File: config.mk
export PLATFORM = sky130hd
export DESIGN_NAME = pcg_top
export DESIGN_NICKNAME = d
export VERILOG_FILES = /design/src/pcg_pkg.sv /design/src/pcg_fifo_mem.sv /design/src/pcg_shift_engine.sv /design/src/pcg_top.sv
export VERILOG_INCLUDE_DIRS = /design/src
export SDC_FILE = /design/constraint.sdc
export NUM_CORES = 2
export LEC_CHECK = 0
export ABC_CLOCK_PERIOD_IN_PS = 4860
export BUFFER_PORTS_ARGS = -buffer_cell sky130_fd_sc_hd__buf_2
export CORE_MARGIN = 4
export CORE_UTILIZATION = 65
export CTS_BUF_LIST = sky130_fd_sc_hd__clkbuf_4 sky130_fd_sc_hd__clkbuf_8
export DETAILED_ROUTE_END_ITERATION = 8
export PLACE_DENSITY_LB_ADDON = 0.15
export SLEW_MARGIN = 20
export SYNTH_ARGS = -nofsm -noshare
export SYNTH_HDL_FRONTEND = slang
export SYNTH_SLANG_ARGS = --single-unit
File: constraint.sdc
create_clock -name pclk -period 4.86 [get_ports pclk]
set_input_delay 0 -clock pclk [delete_from_list [all_inputs] [get_ports pclk]]
set_output_delay 0 -clock pclk [all_outputs]
set_load 0.02 [all_outputs]
File: src/pcg_params.svh
`ifndef PCG_PARAMS_SVH
`define PCG_PARAMS_SVH

// Register byte offsets on the APB slave, one aligned 32-bit word each.
`define PCG_OFF_CTRL 12'h000
`define PCG_OFF_CFG 12'h004
`define PCG_OFF_POLY_LO 12'h008
`define PCG_OFF_POLY_HI 12'h00c
`define PCG_OFF_DATA_LO 12'h010
`define PCG_OFF_DATA_HI 12'h014
`define PCG_OFF_RES_LO 12'h018
`define PCG_OFF_RES_HI 12'h01c

// Bit positions inside control_status_one.
`define PCG_CS_ON 15
`define PCG_CS_IDLE 13
`define PCG_CS_CNT_LSB 8
`define PCG_CS_FULL 7
`define PCG_CS_EMPTY 6
`define PCG_CS_ISEL 5
`define PCG_CS_RUN 4
`define PCG_CS_LSB 3

// Field positions inside width_length_config.
`define PCG_CFG_DW_LSB 8
`define PCG_CFG_PL_LSB 0

// Word counts that the FIFO admits for each class of data width.
`define PCG_DEPTH_WIDE 5'h04
`define PCG_DEPTH_MID 5'h08
`define PCG_DEPTH_NARROW 5'h10

// Width field thresholds that select the FIFO depth and the byte lanes.
`define PCG_DW_MID_MIN 5'h08
`define PCG_DW_WIDE_MIN 5'h10

// Reset values of the configuration state.
`define PCG_CFG_RESET 5'h00
`define PCG_POLY_RESET 32'h00000000
`define PCG_RESULT_RESET 32'h00000000

`endif

File: src/pcg_pkg.sv
package pcg_pkg;

  // Engine sequence, Gray coded along idle, load, shift, drain.
  typedef enum logic [1:0] {
    pcg_st_idle = 2'b00,
    pcg_st_load = 2'b01,
    pcg_st_shift = 2'b11,
    pcg_st_drain = 2'b10
  } pcg_state_t;

  // Decoded register selected by an APB address.
  typedef enum logic [3:0] {
    pcg_reg_none = 4'h0,
    pcg_reg_ctrl = 4'h1,
    pcg_reg_cfg = 4'h2,
    pcg_reg_poly_lo = 4'h3,
    pcg_reg_poly_hi = 4'h4,
    pcg_reg_data_lo = 4'h5,
    pcg_reg_data_hi = 4'h6,
    pcg_reg_res_lo = 4'h7,
    pcg_reg_res_hi = 4'h8
  } pcg_reg_t;

endpackage

File: src/pcg_fifo_mem.sv
`timescale 1ns/1ps
module pcg_fifo_mem #(
  parameter int WORD_W = 32,
  parameter int DEPTH = 16,
  parameter int AW = $clog2(DEPTH)
) (
  // Clock and reset.
  input wire logic pclk,
  input wire logic presetn,
  // Write side.
  input wire logic wr_en,
  input wire logic [AW-1:0] wr_addr,
  input wire logic [WORD_W-1:0] wr_data,
  // Read side; data appear one edge after the read enable.
  input wire logic rd_en,
  input wire logic [AW-1:0] rd_addr,
  output logic [WORD_W-1:0] rd_data
);

  // Depths below two, or not a power of two, are refused.
  if (DEPTH < 2 || (1 << AW) != DEPTH) begin : g_bad_depth
    $error("pcg_fifo_mem: DEPTH must be a power of two of at least two");
  end

  // The whole state: the word array and the registered read port.
  typedef struct packed {
    logic [DEPTH-1:0][WORD_W-1:0] mem;
    logic [WORD_W-1:0] rdata;
  } pcg_mem_state_t;

  pcg_mem_state_t r;
  pcg_mem_state_t next_r;

  // A read of the slot being written returns the old word; the owner never pops an unwritten slot.
  always_comb begin
    next_r = r;
    if (wr_en) begin
      next_r.mem[wr_addr] = wr_data;
    end
    if (rd_en) begin
      next_r.rdata = r.mem[rd_addr];
    end
  end

  // State register.
  always_ff @(posedge pclk or negedge presetn) begin
    if (!presetn) begin
      r <= '0;
    end else begin
      r <= next_r;
    end
  end

  assign rd_data = r.rdata;

endmodule

File: src/pcg_shift_engine.sv
`timescale 1ns/1ps
module pcg_shift_engine (
  // Current remainder and polynomial setup.
  input wire logic [31:0] crc_in,
  input wire logic [31:0] poly,
  input wire logic [4:0] poly_len,
  // Data bits in the order they enter, and whether the second one is used.
  input wire logic bit_a,
  input wire logic bit_b,
  input wire logic two_bits,
  // Remainder after one or two steps.
  output logic [31:0] crc_out
);

  // One Galois step; the register is cut to the programmed length.
  function automatic logic [31:0] crc_step(input logic [31:0] c, input logic din,
                                           input logic [31:0] p, input logic [4:0] len);
    logic fb;
    logic [31:0] nx;
    fb = din ^ c[len];
    nx = '0;
    nx[0] = fb;
    for (int i = 1; i < 32; i++) begin
      if (5'(i) <= len) begin
        nx[i] = c[i-1] ^ (p[i] & fb);
      end
    end
    return nx;
  endfunction

  logic [31:0] after_a;

  // Two bits per cycle; an odd final bit takes one step only.
  always_comb begin
    after_a = crc_step(crc_in, bit_a, poly, poly_len);
    crc_out = two_bits ? crc_step(after_a, bit_b, poly, poly_len) : after_a;
  end

endmodule

File: src/pcg_top.sv
`timescale 1ns/1ps
`include "pcg_params.svh"
// How it works
// - Length field holds order minus one.
// - Constant term always fed back.
// - Term enable bit inserts an XOR.
// - Top order term is always implied.
// - Width field holds word width minus one.
// - FIFO depth four, eight or sixteen.
// - Byte-wide writes; bits above width ignored.
// - Count rises on write covering MSb.
// - Engine starts with run and words waiting.
// - Word moves to buffer, two bits per cycle.
// - Full at depth, empty at zero.
// - Module off clears FIFO and engine state.
// - MSb or LSb first; result unreflected.
// - Event on last pop or completion.
// - Software clearing run gives no event.
// - Completion follows (length+1)/2 cycles later.
// - Hardware clears run when finished.
// - Idle halt bit stops engine in idle.
module pcg_top #(
  parameter int FIFO_WORDS = 16,
  parameter int ADDR_W = 12
) (
  // Clock and reset.
  input wire logic pclk,
  input wire logic presetn,
  // APB slave.
  input wire logic psel,
  input wire logic penable,
  input wire logic pwrite,
  input wire logic [ADDR_W-1:0] paddr,
  input wire logic [31:0] pwdata,
  input wire logic [3:0] pstrb,
  output logic pready,
  output logic [31:0] prdata,
  output logic pslverr,
  // System idle request, asynchronous to pclk.
  input wire logic idle_req,
  // One-cycle event toward the system interrupt controller.
  output logic crc_event
);
  import pcg_pkg::*;

  localparam int PTR_W = $clog2(FIFO_WORDS);

  // The narrow data class needs sixteen slots; the decoder needs the full offset range.
  if (FIFO_WORDS < 16 || (1 << PTR_W) != FIFO_WORDS) begin : g_bad_fifo
    $error("pcg_top: FIFO_WORDS must be a power of two of at least 16");
  end
  if (ADDR_W < 5) begin : g_bad_addr
    $error("pcg_top: ADDR_W must be at least 5");
  end

  // All state of the block outside the FIFO memory in one record.
  typedef struct packed {
    logic on;                   // Module enable.
    logic idle_sel;             // Halt while the system idles.
    logic isel;                 // Event source select.
    logic run;                  // Engine run bit.
    logic lsb_first;            // Shift direction.
    logic [4:0] data_width;     // Data width minus one.
    logic [4:0] poly_len;       // Polynomial length minus one.
    logic [31:0] poly;          // Term enables; bit zero stays clear.
    logic [31:0] stage;         // Input staging word, both halves.
    logic [PTR_W:0] count;      // Words waiting in the FIFO.
    logic [PTR_W-1:0] wr_ptr;   // FIFO write slot.
    logic [PTR_W-1:0] rd_ptr;   // FIFO read slot.
    pcg_state_t state;          // Engine sequence.
    logic [31:0] shbuf;         // Word being shifted.
    logic [5:0] bits_left;      // Bits still to shift from the buffer.
    logic [4:0] drain;          // Cycles left before completion.
    logic [31:0] crc;           // Result pair.
    logic [31:0] prdata;        // Read data held for the access phase.
    logic pslverr;              // Error answer held for the access phase.
    logic event_pulse;          // Event output.
    logic idle_s1;              // Idle synchroniser, first stage.
    logic idle_s2;              // Idle synchroniser, second stage.
  } pcg_regs_t;

  pcg_regs_t r;
  pcg_regs_t next_r;

  // Wires between the record and the two helper modules.
  logic mem_we;
  logic mem_re;
  logic [31:0] mem_wdata;
  logic [31:0] mem_rdata;
  logic eng_a;
  logic eng_b;
  logic eng_two;
  logic [31:0] eng_crc;

  // Address decode, shared by the read and the write path.
  function automatic pcg_reg_t reg_decode(input logic [ADDR_W-1:0] a);
    pcg_reg_t s;
    s = pcg_reg_none;
    case (a)
      ADDR_W'(`PCG_OFF_CTRL): s = pcg_reg_ctrl;
      ADDR_W'(`PCG_OFF_CFG): s = pcg_reg_cfg;
      ADDR_W'(`PCG_OFF_POLY_LO): s = pcg_reg_poly_lo;
      ADDR_W'(`PCG_OFF_POLY_HI): s = pcg_reg_poly_hi;
      ADDR_W'(`PCG_OFF_DATA_LO): s = pcg_reg_data_lo;
      ADDR_W'(`PCG_OFF_DATA_HI): s = pcg_reg_data_hi;
      ADDR_W'(`PCG_OFF_RES_LO): s = pcg_reg_res_lo;
      ADDR_W'(`PCG_OFF_RES_HI): s = pcg_reg_res_hi;
      default: s = pcg_reg_none;
    endcase
    return s;
  endfunction

  // Words the FIFO admits for a given width field.
  function automatic logic [PTR_W:0] depth_for(input logic [4:0] dw);
    logic [PTR_W:0] d;
    if (dw >= `PCG_DW_WIDE_MIN) begin
      d = (PTR_W+1)'(`PCG_DEPTH_WIDE);
    end else if (dw >= `PCG_DW_MID_MIN) begin
      d = (PTR_W+1)'(`PCG_DEPTH_MID);
    end else begin
      d = (PTR_W+1)'(`PCG_DEPTH_NARROW);
    end
    return d;
  endfunction

  // Ones in every bit up to and including the width field's MSb.
  function automatic logic [31:0] width_mask(input logic [4:0] dw);
    logic [31:0] m;
    m = '0;
    for (int i = 0; i < 32; i++) begin
      m[i] = (5'(i) <= dw);
    end
    return m;
  endfunction

  // Word storage with a registered read port.
  pcg_fifo_mem #(
    .WORD_W(32),
    .DEPTH(FIFO_WORDS),
    .AW(PTR_W)
  ) u_fifo (
    .pclk(pclk),
    .presetn(presetn),
    .wr_en(mem_we),
    .wr_addr(r.wr_ptr),
    .wr_data(mem_wdata),
    .rd_en(mem_re),
    .rd_addr(r.rd_ptr),
    .rd_data(mem_rdata)
  );

  // Feedback network for one or two data bits.
  pcg_shift_engine u_engine (
    .crc_in(r.crc),
    .poly(r.poly),
    .poly_len(r.poly_len),
    .bit_a(eng_a),
    .bit_b(eng_b),
    .two_bits(eng_two),
    .crc_out(eng_crc)
  );

  // Data bits enter from the top of the word or from bit zero; the
  // remainder itself is never reflected, so the result stays a normal one.
  always_comb begin
    if (r.lsb_first) begin
      eng_a = r.shbuf[0];
      eng_b = r.shbuf[1];
    end else begin
      eng_a = r.shbuf[r.data_width];
      eng_b = r.shbuf[r.data_width - 5'h01];
    end
    eng_two = (r.bits_left >= 6'h02);
  end

  // Next-state logic: engine, APB read and write, then the module-off clear.
  always_comb begin
    logic active;
    logic wr_acc;
    logic push;
    logic pop;
    logic full;
    logic [5:0] step;
    logic [31:0] merged;
    pcg_reg_t rsel;
    active = 1'b0;
    wr_acc = 1'b0;
    push = 1'b0;
    pop = 1'b0;
    full = 1'b0;
    step = 6'h00;
    merged = '0;
    rsel = pcg_reg_none;
    next_r = r;
    mem_we = 1'b0;
    mem_re = 1'b0;
    next_r.event_pulse = 1'b0;

    // The idle request is a pin, so it is resynchronised first.
    next_r.idle_s1 = idle_req;
    next_r.idle_s2 = r.idle_s1;
    active = r.on && !(r.idle_sel && r.idle_s2);

    rsel = reg_decode(paddr);
    wr_acc = psel && penable && pwrite;
    full = (r.count == depth_for(r.data_width));

    // Engine sequence; fetch, shift and drain wait while inactive or while run is low, load does not.
    case (r.state)
      pcg_st_idle: begin
        // Fetch the oldest word only when one is waiting.
        if (active && r.run && r.count != '0) begin
          mem_re = 1'b1;
          pop = 1'b1;
          next_r.rd_ptr = r.rd_ptr + 1'b1;
          next_r.state = pcg_st_load;
          // A pop while the count is one is the early event source.
          if (r.count == (PTR_W+1)'(1) && !r.isel) begin
            next_r.event_pulse = 1'b1;
          end
        end
      end
      pcg_st_load: begin
        // The memory word is valid now; bits above the width are dropped.
        next_r.shbuf = mem_rdata & width_mask(r.data_width);
        next_r.bits_left = {1'b0, r.data_width} + 6'h01;
        next_r.state = pcg_st_shift;
      end
      pcg_st_shift: begin
        if (active && r.run) begin
          step = eng_two ? 6'h02 : 6'h01;
          next_r.crc = eng_crc;
          if (r.lsb_first) begin
            next_r.shbuf = r.shbuf >> step;
          end else begin
            next_r.shbuf = r.shbuf << step;
          end
          next_r.bits_left = r.bits_left - step;
          // Word finished: take the next one, or run out the tail.
          if (r.bits_left <= 6'h02) begin
            if (r.count != '0) begin
              next_r.state = pcg_st_idle;
            end else begin
              next_r.drain = 5'(({1'b0, r.poly_len} + 6'h01) >> 1);
              next_r.state = pcg_st_drain;
            end
          end
        end
      end
      pcg_st_drain: begin
        // A word may still arrive during the tail; it waits in the FIFO until run is set again.
        if (active && r.run) begin
          if (r.drain == 5'h00) begin
            next_r.run = 1'b0;
            next_r.state = pcg_st_idle;
            if (r.isel) begin
              next_r.event_pulse = 1'b1;
            end
          end else begin
            next_r.drain = r.drain - 5'h01;
          end
        end
      end
      default: begin
        next_r.state = pcg_st_idle;
      end
    endcase

    // Read data are captured in the setup phase, so no wait state is needed.
    if (psel && !penable) begin
      next_r.pslverr = (rsel == pcg_reg_none);
      next_r.prdata = '0;
      case (rsel)
        pcg_reg_ctrl: begin
          next_r.prdata[`PCG_CS_ON] = r.on;
          next_r.prdata[`PCG_CS_IDLE] = r.idle_sel;
          next_r.prdata[`PCG_CS_CNT_LSB +: 5] = 5'(r.count);
          next_r.prdata[`PCG_CS_FULL] = full;
          next_r.prdata[`PCG_CS_EMPTY] = (r.count == '0);
          next_r.prdata[`PCG_CS_ISEL] = r.isel;
          next_r.prdata[`PCG_CS_RUN] = r.run;
          next_r.prdata[`PCG_CS_LSB] = r.lsb_first;
        end
        pcg_reg_cfg: begin
          next_r.prdata[`PCG_CFG_DW_LSB +: 5] = r.data_width;
          next_r.prdata[`PCG_CFG_PL_LSB +: 5] = r.poly_len;
        end
        pcg_reg_poly_lo: next_r.prdata[15:0] = r.poly[15:0];
        pcg_reg_poly_hi: next_r.prdata[15:0] = r.poly[31:16];
        pcg_reg_data_lo: next_r.prdata[15:0] = r.stage[15:0];
        pcg_reg_data_hi: next_r.prdata[15:0] = r.stage[31:16];
        pcg_reg_res_lo: next_r.prdata[15:0] = r.crc[15:0];
        pcg_reg_res_hi: next_r.prdata[15:0] = r.crc[31:16];
        default: next_r.prdata = '0;
      endcase
    end

    // Writes take effect in the access phase; they come after the engine,
    // so a software set of run beats a hardware clear in the same cycle.
    if (wr_acc) begin
      case (rsel)
        pcg_reg_ctrl: begin
          if (pstrb[1]) begin
            next_r.on = pwdata[`PCG_CS_ON];
            next_r.idle_sel = pwdata[`PCG_CS_IDLE];
          end
          if (pstrb[0]) begin
            next_r.isel = pwdata[`PCG_CS_ISEL];
            next_r.run = pwdata[`PCG_CS_RUN];
            next_r.lsb_first = pwdata[`PCG_CS_LSB];
          end
        end
        pcg_reg_cfg: begin
          if (pstrb[1]) begin
            next_r.data_width = pwdata[`PCG_CFG_DW_LSB +: 5];
          end
          if (pstrb[0]) begin
            next_r.poly_len = pwdata[`PCG_CFG_PL_LSB +: 5];
          end
        end
        pcg_reg_poly_lo: begin
          // Bit zero is not stored: the constant term is always used.
          if (pstrb[1]) begin
            next_r.poly[15:8] = pwdata[15:8];
          end
          if (pstrb[0]) begin
            next_r.poly[7:1] = pwdata[7:1];
          end
        end
        pcg_reg_poly_hi: begin
          if (pstrb[1]) begin
            next_r.poly[31:24] = pwdata[15:8];
          end
          if (pstrb[0]) begin
            next_r.poly[23:16] = pwdata[7:0];
          end
        end
        pcg_reg_data_lo: begin
          for (int b = 0; b < 2; b++) begin
            if (pstrb[b]) begin
              next_r.stage[b*8 +: 8] = pwdata[b*8 +: 8];
            end
          end
          // Widths up to sixteen complete in the low half.
          push = (r.data_width < `PCG_DW_WIDE_MIN) && pstrb[r.data_width[3]];
        end
        pcg_reg_data_hi: begin
          for (int b = 0; b < 2; b++) begin
            if (pstrb[b]) begin
              next_r.stage[16 + b*8 +: 8] = pwdata[b*8 +: 8];
            end
          end
          // The low half must already be staged when the high half completes.
          // The high half arrives on the low byte lanes, so its MSb lane is bit 3 of the width field.
          push = (r.data_width >= `PCG_DW_WIDE_MIN) && pstrb[r.data_width[3]];
        end
        pcg_reg_res_lo: begin
          next_r.crc[15:0] = pwdata[15:0];
        end
        pcg_reg_res_hi: begin
          next_r.crc[31:16] = pwdata[15:0];
        end
        default: begin
          next_r.pslverr = r.pslverr;
        end
      endcase
    end

    // A word arriving at a full FIFO or a disabled module is dropped.
    push = push && r.on && !full;
    merged = next_r.stage & width_mask(r.data_width);
    mem_wdata = merged;
    if (push) begin
      mem_we = 1'b1;
      next_r.wr_ptr = r.wr_ptr + 1'b1;
    end
    if (push && !pop) begin
      next_r.count = r.count + 1'b1;
    end else if (pop && !push) begin
      next_r.count = r.count - 1'b1;
    end

    // Turning the module off empties the FIFO and restarts the engine,
    // but leaves configuration and the run bit alone.
    if (!next_r.on) begin
      next_r.count = '0;
      next_r.wr_ptr = '0;
      next_r.rd_ptr = '0;
      next_r.state = pcg_st_idle;
      next_r.bits_left = 6'h00;
      next_r.drain = 5'h00;
      next_r.crc = `PCG_RESULT_RESET;
      next_r.stage[31:16] = 16'h0000;
      mem_we = 1'b0;
    end
  end

  // State register; every field starts from zero.
  always_ff @(posedge pclk or negedge presetn) begin
    if (!presetn) begin
      r <= '0;
    end else begin
      r <= next_r;
    end
  end

  // The slave never inserts wait states.
  assign pready = 1'b1;
  assign prdata = r.prdata;
  assign pslverr = r.pslverr;
  assign crc_event = r.event_pulse;

endmodule

# Word-level counts from Yosys, hierarchy flattened
# Memory sizes are Yosys's and may differ from the RTL's.
# Cells that the tools add are included.
# classes
addsub	9
n_lt_le_gt_ge	75
n_shift	2
muxes	154
n_eq_ne	28
reduce_logical	42
bitwise_logic	128
# ops
op	n
$bwmux 512	1
$mux 32	7
$le 5x5->1 const A	32
$bmux 32 s4	1
$demux 32 s4	1
$mux 16	6
$mux 1	86
$le 4x5->1 const A	16
$mux 77	1
$pmux 38 s2	1
$and 32x32->32	2
$xor 1x1->1	64
$and 1x1->1	62
$mux 8	7
$mux 5	11
$mux 46	1
$mux 43	1
$pmux 3 s7	2
$le 3x5->1 const A	8
$pmux 5 s8	1
$shl 32x2->32	1
$shr 32x2->32	1
$mux 15	2
$reduce_and 3->1	8
53 further kinds	115
# totals
in_bits	54
memories	1
out_inout_bits	35
register_bits	732
mem_bits_ro	128
# memory_table
name	depth	word_bits	rd	rd_ports_with_merged_regs	wr	line	text
(name not given)	32	4	1	0	0	pcg_top.sv:99	case (a)

# Depth between registers and ports, before layout
# depth
word_depth	19
mapped_depth	20

# Modules after synthesis
# From an unflattened synthesis, not the netlist that was laid out.
# hier_totals
hier_cells	3349
area_unflattened_um2	39115.0
# by_module_without_submodules
mod	cells_each	area_per_inst_um2	instances
pcg_fifo_mem	1507	24202.0	1
pcg_top	1284	11305.8	1
pcg_shift_engine	558	3607.2	1

# Worst setup path before layout
# No wires, ideal clock.
# synth_timing
path_type	reg2reg
from	register r[195] (netlist bit)
to	register r[52] (netlist bit)
period_less_slack_ns	4.048
setup_slack_ns	0.812
t_required_ns	4.726
arrival_ns	3.914
path_stages_with_launch	13
cell_sequence	dfrtp_1 -> buf_6 -> buf_6 -> buf_1 -> mux4_2 -> mux4_2 -> mux2_2 -> mux2_2 -> or4_1 -> buf_6 -> a311o_1 -> a32oi_1 -> a21oi_1
# synth_lines
element	line	text
start: declaration	pcg_top.sv:82	pcg_regs_t r;
start signal: assignment	pcg_top.sv:403	r <= next_r;

==> results.ini <==
[setup_path]
path_cells=buf_4 -> nand2_1 -> o221ai_2 -> a2111oi_2 -> o32a_4 -> buf_12 -> nand2_1 -> mux2i_1 -> mux2i_1 -> o2111ai_1 -> a2111oi_0 -> a41o_2 -> or4_1 -> buf_12 -> buf_4 -> nand3_1 -> xor2_1 -> o32ai_1
path_buf_inv=4
reg2regPathDepth=18
endpoint_kind=flop
crit_arrival_ns=5.35
worstSetupStartpointType=flop
worstSetupPathType=reg2reg
critPathMaxFanout=16
critPathTopFamily=compound AO/OA/AOI/OAI gates
cpPeakStageDelay_ns=0.65
cp.depth=18
cp_slowest_cell=a2111oi_2
cp.required_ns=5.49

[sta]
finalSetupTns_ns=0
max_freq_mhz=212
relSlewSlack=0.222
hold_viol_final=0
min_period_ns=4.72
report.final.setup_viol=0
worst_pin_slew_ns=1.17
skew_ns=0.0269
setup_slack_ns=0.143
rsz0062_at_grt=no
maxSlewViolCount=0
period_share=0.971

[drt]
vias=31700
wl_per_cell_um=25.7
drt-initial-drc-count=3673
route.detailed.drc=0
drt-pass1-iter-count=7
ant_nets=0
routed_wl_um=120000
vias_per_cell=6.80

[pwr]
p_leak_nw=17.8
ir_worst_vdd_v=0.000319
total_power_mw=11.9
power_density_nw_per_um2=286

[floorplanning]
dieArea_um2=61400
die_w_um=248
pin_count=89
die_h_um=248
initial_utilization=0.660
core_area_um2=56600
rows=87

[clocking]
cts_tree=built
clk_latency_ns=0.77
cts.clk_slew.worst_paths_ns=0.06
ctsHtreeMaxLevel=3
clock_sinks=732
cts_max_path_buffers=3
ctsRootBufferMaster=clkbuf_8
numCtsBuffers=115

[layout]
nNetsFinal=3903
fin_area_um2=41700
final_common_cell=nand2_1
final.fill_count=3873
fin_util=0.736
layout_common_cells=nand2_1, dfrtp_1, o21ai_0
drive_gt1_frac=0.184
areaGrowthSynthToFinish_pct=11.5

[place]
port_buffers=53
placed_cell_area_um2=38700
dp_slack_ns=0.227
place_congestion=1.03
dp_hpwl_um=80000

[logic_synthesis]
async_reset_ff_frac=1.00
syn_area_per_cell_um2=9.92
synth-seq-cells=732
syn-cell-area_um2=37400
yosysWarnings=0
synth_ff_type=dfrtp_1
synth_cell_types=88
yosysSeqAreaShare=0.490
synth_cells=3767
synth-edff-count=0

[min_path]
hold_depth=5
hp-class=in2reg

[outcome]
status=finished, final reports clean

[grt]
grt_pass1_vias=32000
grt.overflow.total=0
grt_use_total=0.397
grt_max_degree=129
grt_antenna_before_repair=5
grt_pass1_wl_um=186000

[flow_run]
drv_cap=0

## path summary, 6_finish.rpt
path,start,endpoint,slack [ns]
max in group asynchronous,presetn,u_fifo.r[168]$_DFFE_PN0P_,3.44
worst max-delay path,r[190]$_DFFE_PN0P_,r[38]$_DFF_PN0_,0.14
worst min-delay path,paddr[2],r[203]$_DFFE_PN0P_,0.07
min in group asynchronous,presetn,r[55]$_DFF_PN0_,0.53
worst max register to register,r[190]$_DFFE_PN0P_,r[38]$_DFF_PN0_,0.14
worst min register to register,next_r[0]$_DFF_PN0_,r[0]$_DFF_PN0_,0.36
## area by class of cell
cell class,instances,area (um^2),share of cell area
diodes,3,7.51,0.000180
clock buffers,175,2180,0.0522
repair buffers,270,2250,0.0540
flip-flops and latches,732,18300,0.440
clock inverters,26,278,0.00666
well taps,756,946,0.0227
multi-input cells,2676,17600,0.422
inverters,31,116,0.00279
## synth_stat cells (10+ instances only)
master | number | share of area
a221o_1 | 17 | 0.0046
nor2_1 | 185 | 0.019
ha_1 | 22 | 0.0074
nand4_1 | 22 | 0.0037
a22oi_1 | 14 | 0.0028
a311oi_1 | 26 | 0.0061
or3_1 | 25 | 0.0042
o22ai_1 | 11 | 0.0018
a21oi_1 | 128 | 0.017
nand2b_1 | 21 | 0.0035
nand3b_1 | 10 | 0.0020
o21ai_1 | 15 | 0.0020
inv_1 | 29 | 0.0029
nand2_1 | 840 | 0.084
a31oi_1 | 33 | 0.0055
xor2_1 | 31 | 0.0073
dfrtp_1 | 732 | 0.49
mux2_2 | 54 | 0.016
clkbuf_1 | 254 | 0.026
mux4_2 | 182 | 0.11
o211ai_1 | 18 | 0.0036
a221oi_1 | 14 | 0.0033
nor2b_1 | 16 | 0.0027
mux2i_1 | 62 | 0.017
buf_1 | 30 | 0.0030
buf_6 | 14 | 0.0042
nor3_1 | 48 | 0.0064
nand3_1 | 85 | 0.011
xnor2_1 | 26 | 0.0061
buf_4 | 36 | 0.0072
and2_1 | 10 | 0.0017
o21ai_0 | 592 | 0.079
## worst min-delay path, stage by stage
cell and delay, ns:
buf_2 0.16, nor4_1 0.11, buf_4 0.17, nand3_1 0.17, mux2_2 0.18
## cells by family (layout without fill, tap and decap cells)
| family | count (synthesis) | after routing | synth area share |
|---|---|---|---|
| DFF | 732 | 732 | 0.490 |
| other | 2 | 20 | 0.000201 |
| adders and majority gates | 23 | 23 | 0.00790 |
| xor gates and xnor gates | 59 | 59 | 0.0145 |
| and+or+nand+nor | 1319 | 1319 | 0.150 |
| muxes | 301 | 301 | 0.144 |
| buffers and inverters | 374 | 502 | 0.0443 |
| AOI/OAI and AO/OA | 957 | 957 | 0.149 |
## routing by layer
metal | up-vias | wire length [um] | global-route usage
li1 | 13500 | - | -
met5 | - | 13 | 0
met3 | 427 | 13200 | 0.0942
met2 | 2008 | 55500 | 0.615
met4 | 2 | 5810 | 0.185
met1 | 15800 | 45400 | 0.541
## report_power, final
| group | internal (mW) | leakage (nW) | switching, mW | total [mW] |
|---|---|---|---|---|
| Clock | 3.03 | 1.31 | 2.52 | 5.55 |
| Combinational | 0.0602 | 6.35 | 0.216 | 0.276 |
| Sequential | 6.11 | 10.1 | 0.00690 | 6.11 |
| Total | 9.20 | 17.8 | 2.74 | 11.9 |
## sequential cells by signal, summed over array words and instances (netlist names)
register        count
crc_event           1
u_fifo.r          512
prdata             16
u_fifo.rd_data     32
r                 169
pslverr             1
next_r              1
## per-stage QoR
step / hold WS (ns) / cells
2_1_floorplan: -0.296 / 3782
3_3_place_gp: 0.113 / 4417
3_5_place_dp: 0.110 / 4417
4_1_cts: 0.0104 / 4664
5_1_grt: 0.0599 / 4667
6_report: 0.0693 / 4669
## timing repair
item                                    in CTS  in global routing
hold buffers                                46                  0
buffers inserted                             0                  2
endpoints found under the hold margin      318                  0
endpoints found under the setup margin       0                 13
gates resized for setup                      0                  5
(Power assumes the default switching activity.)
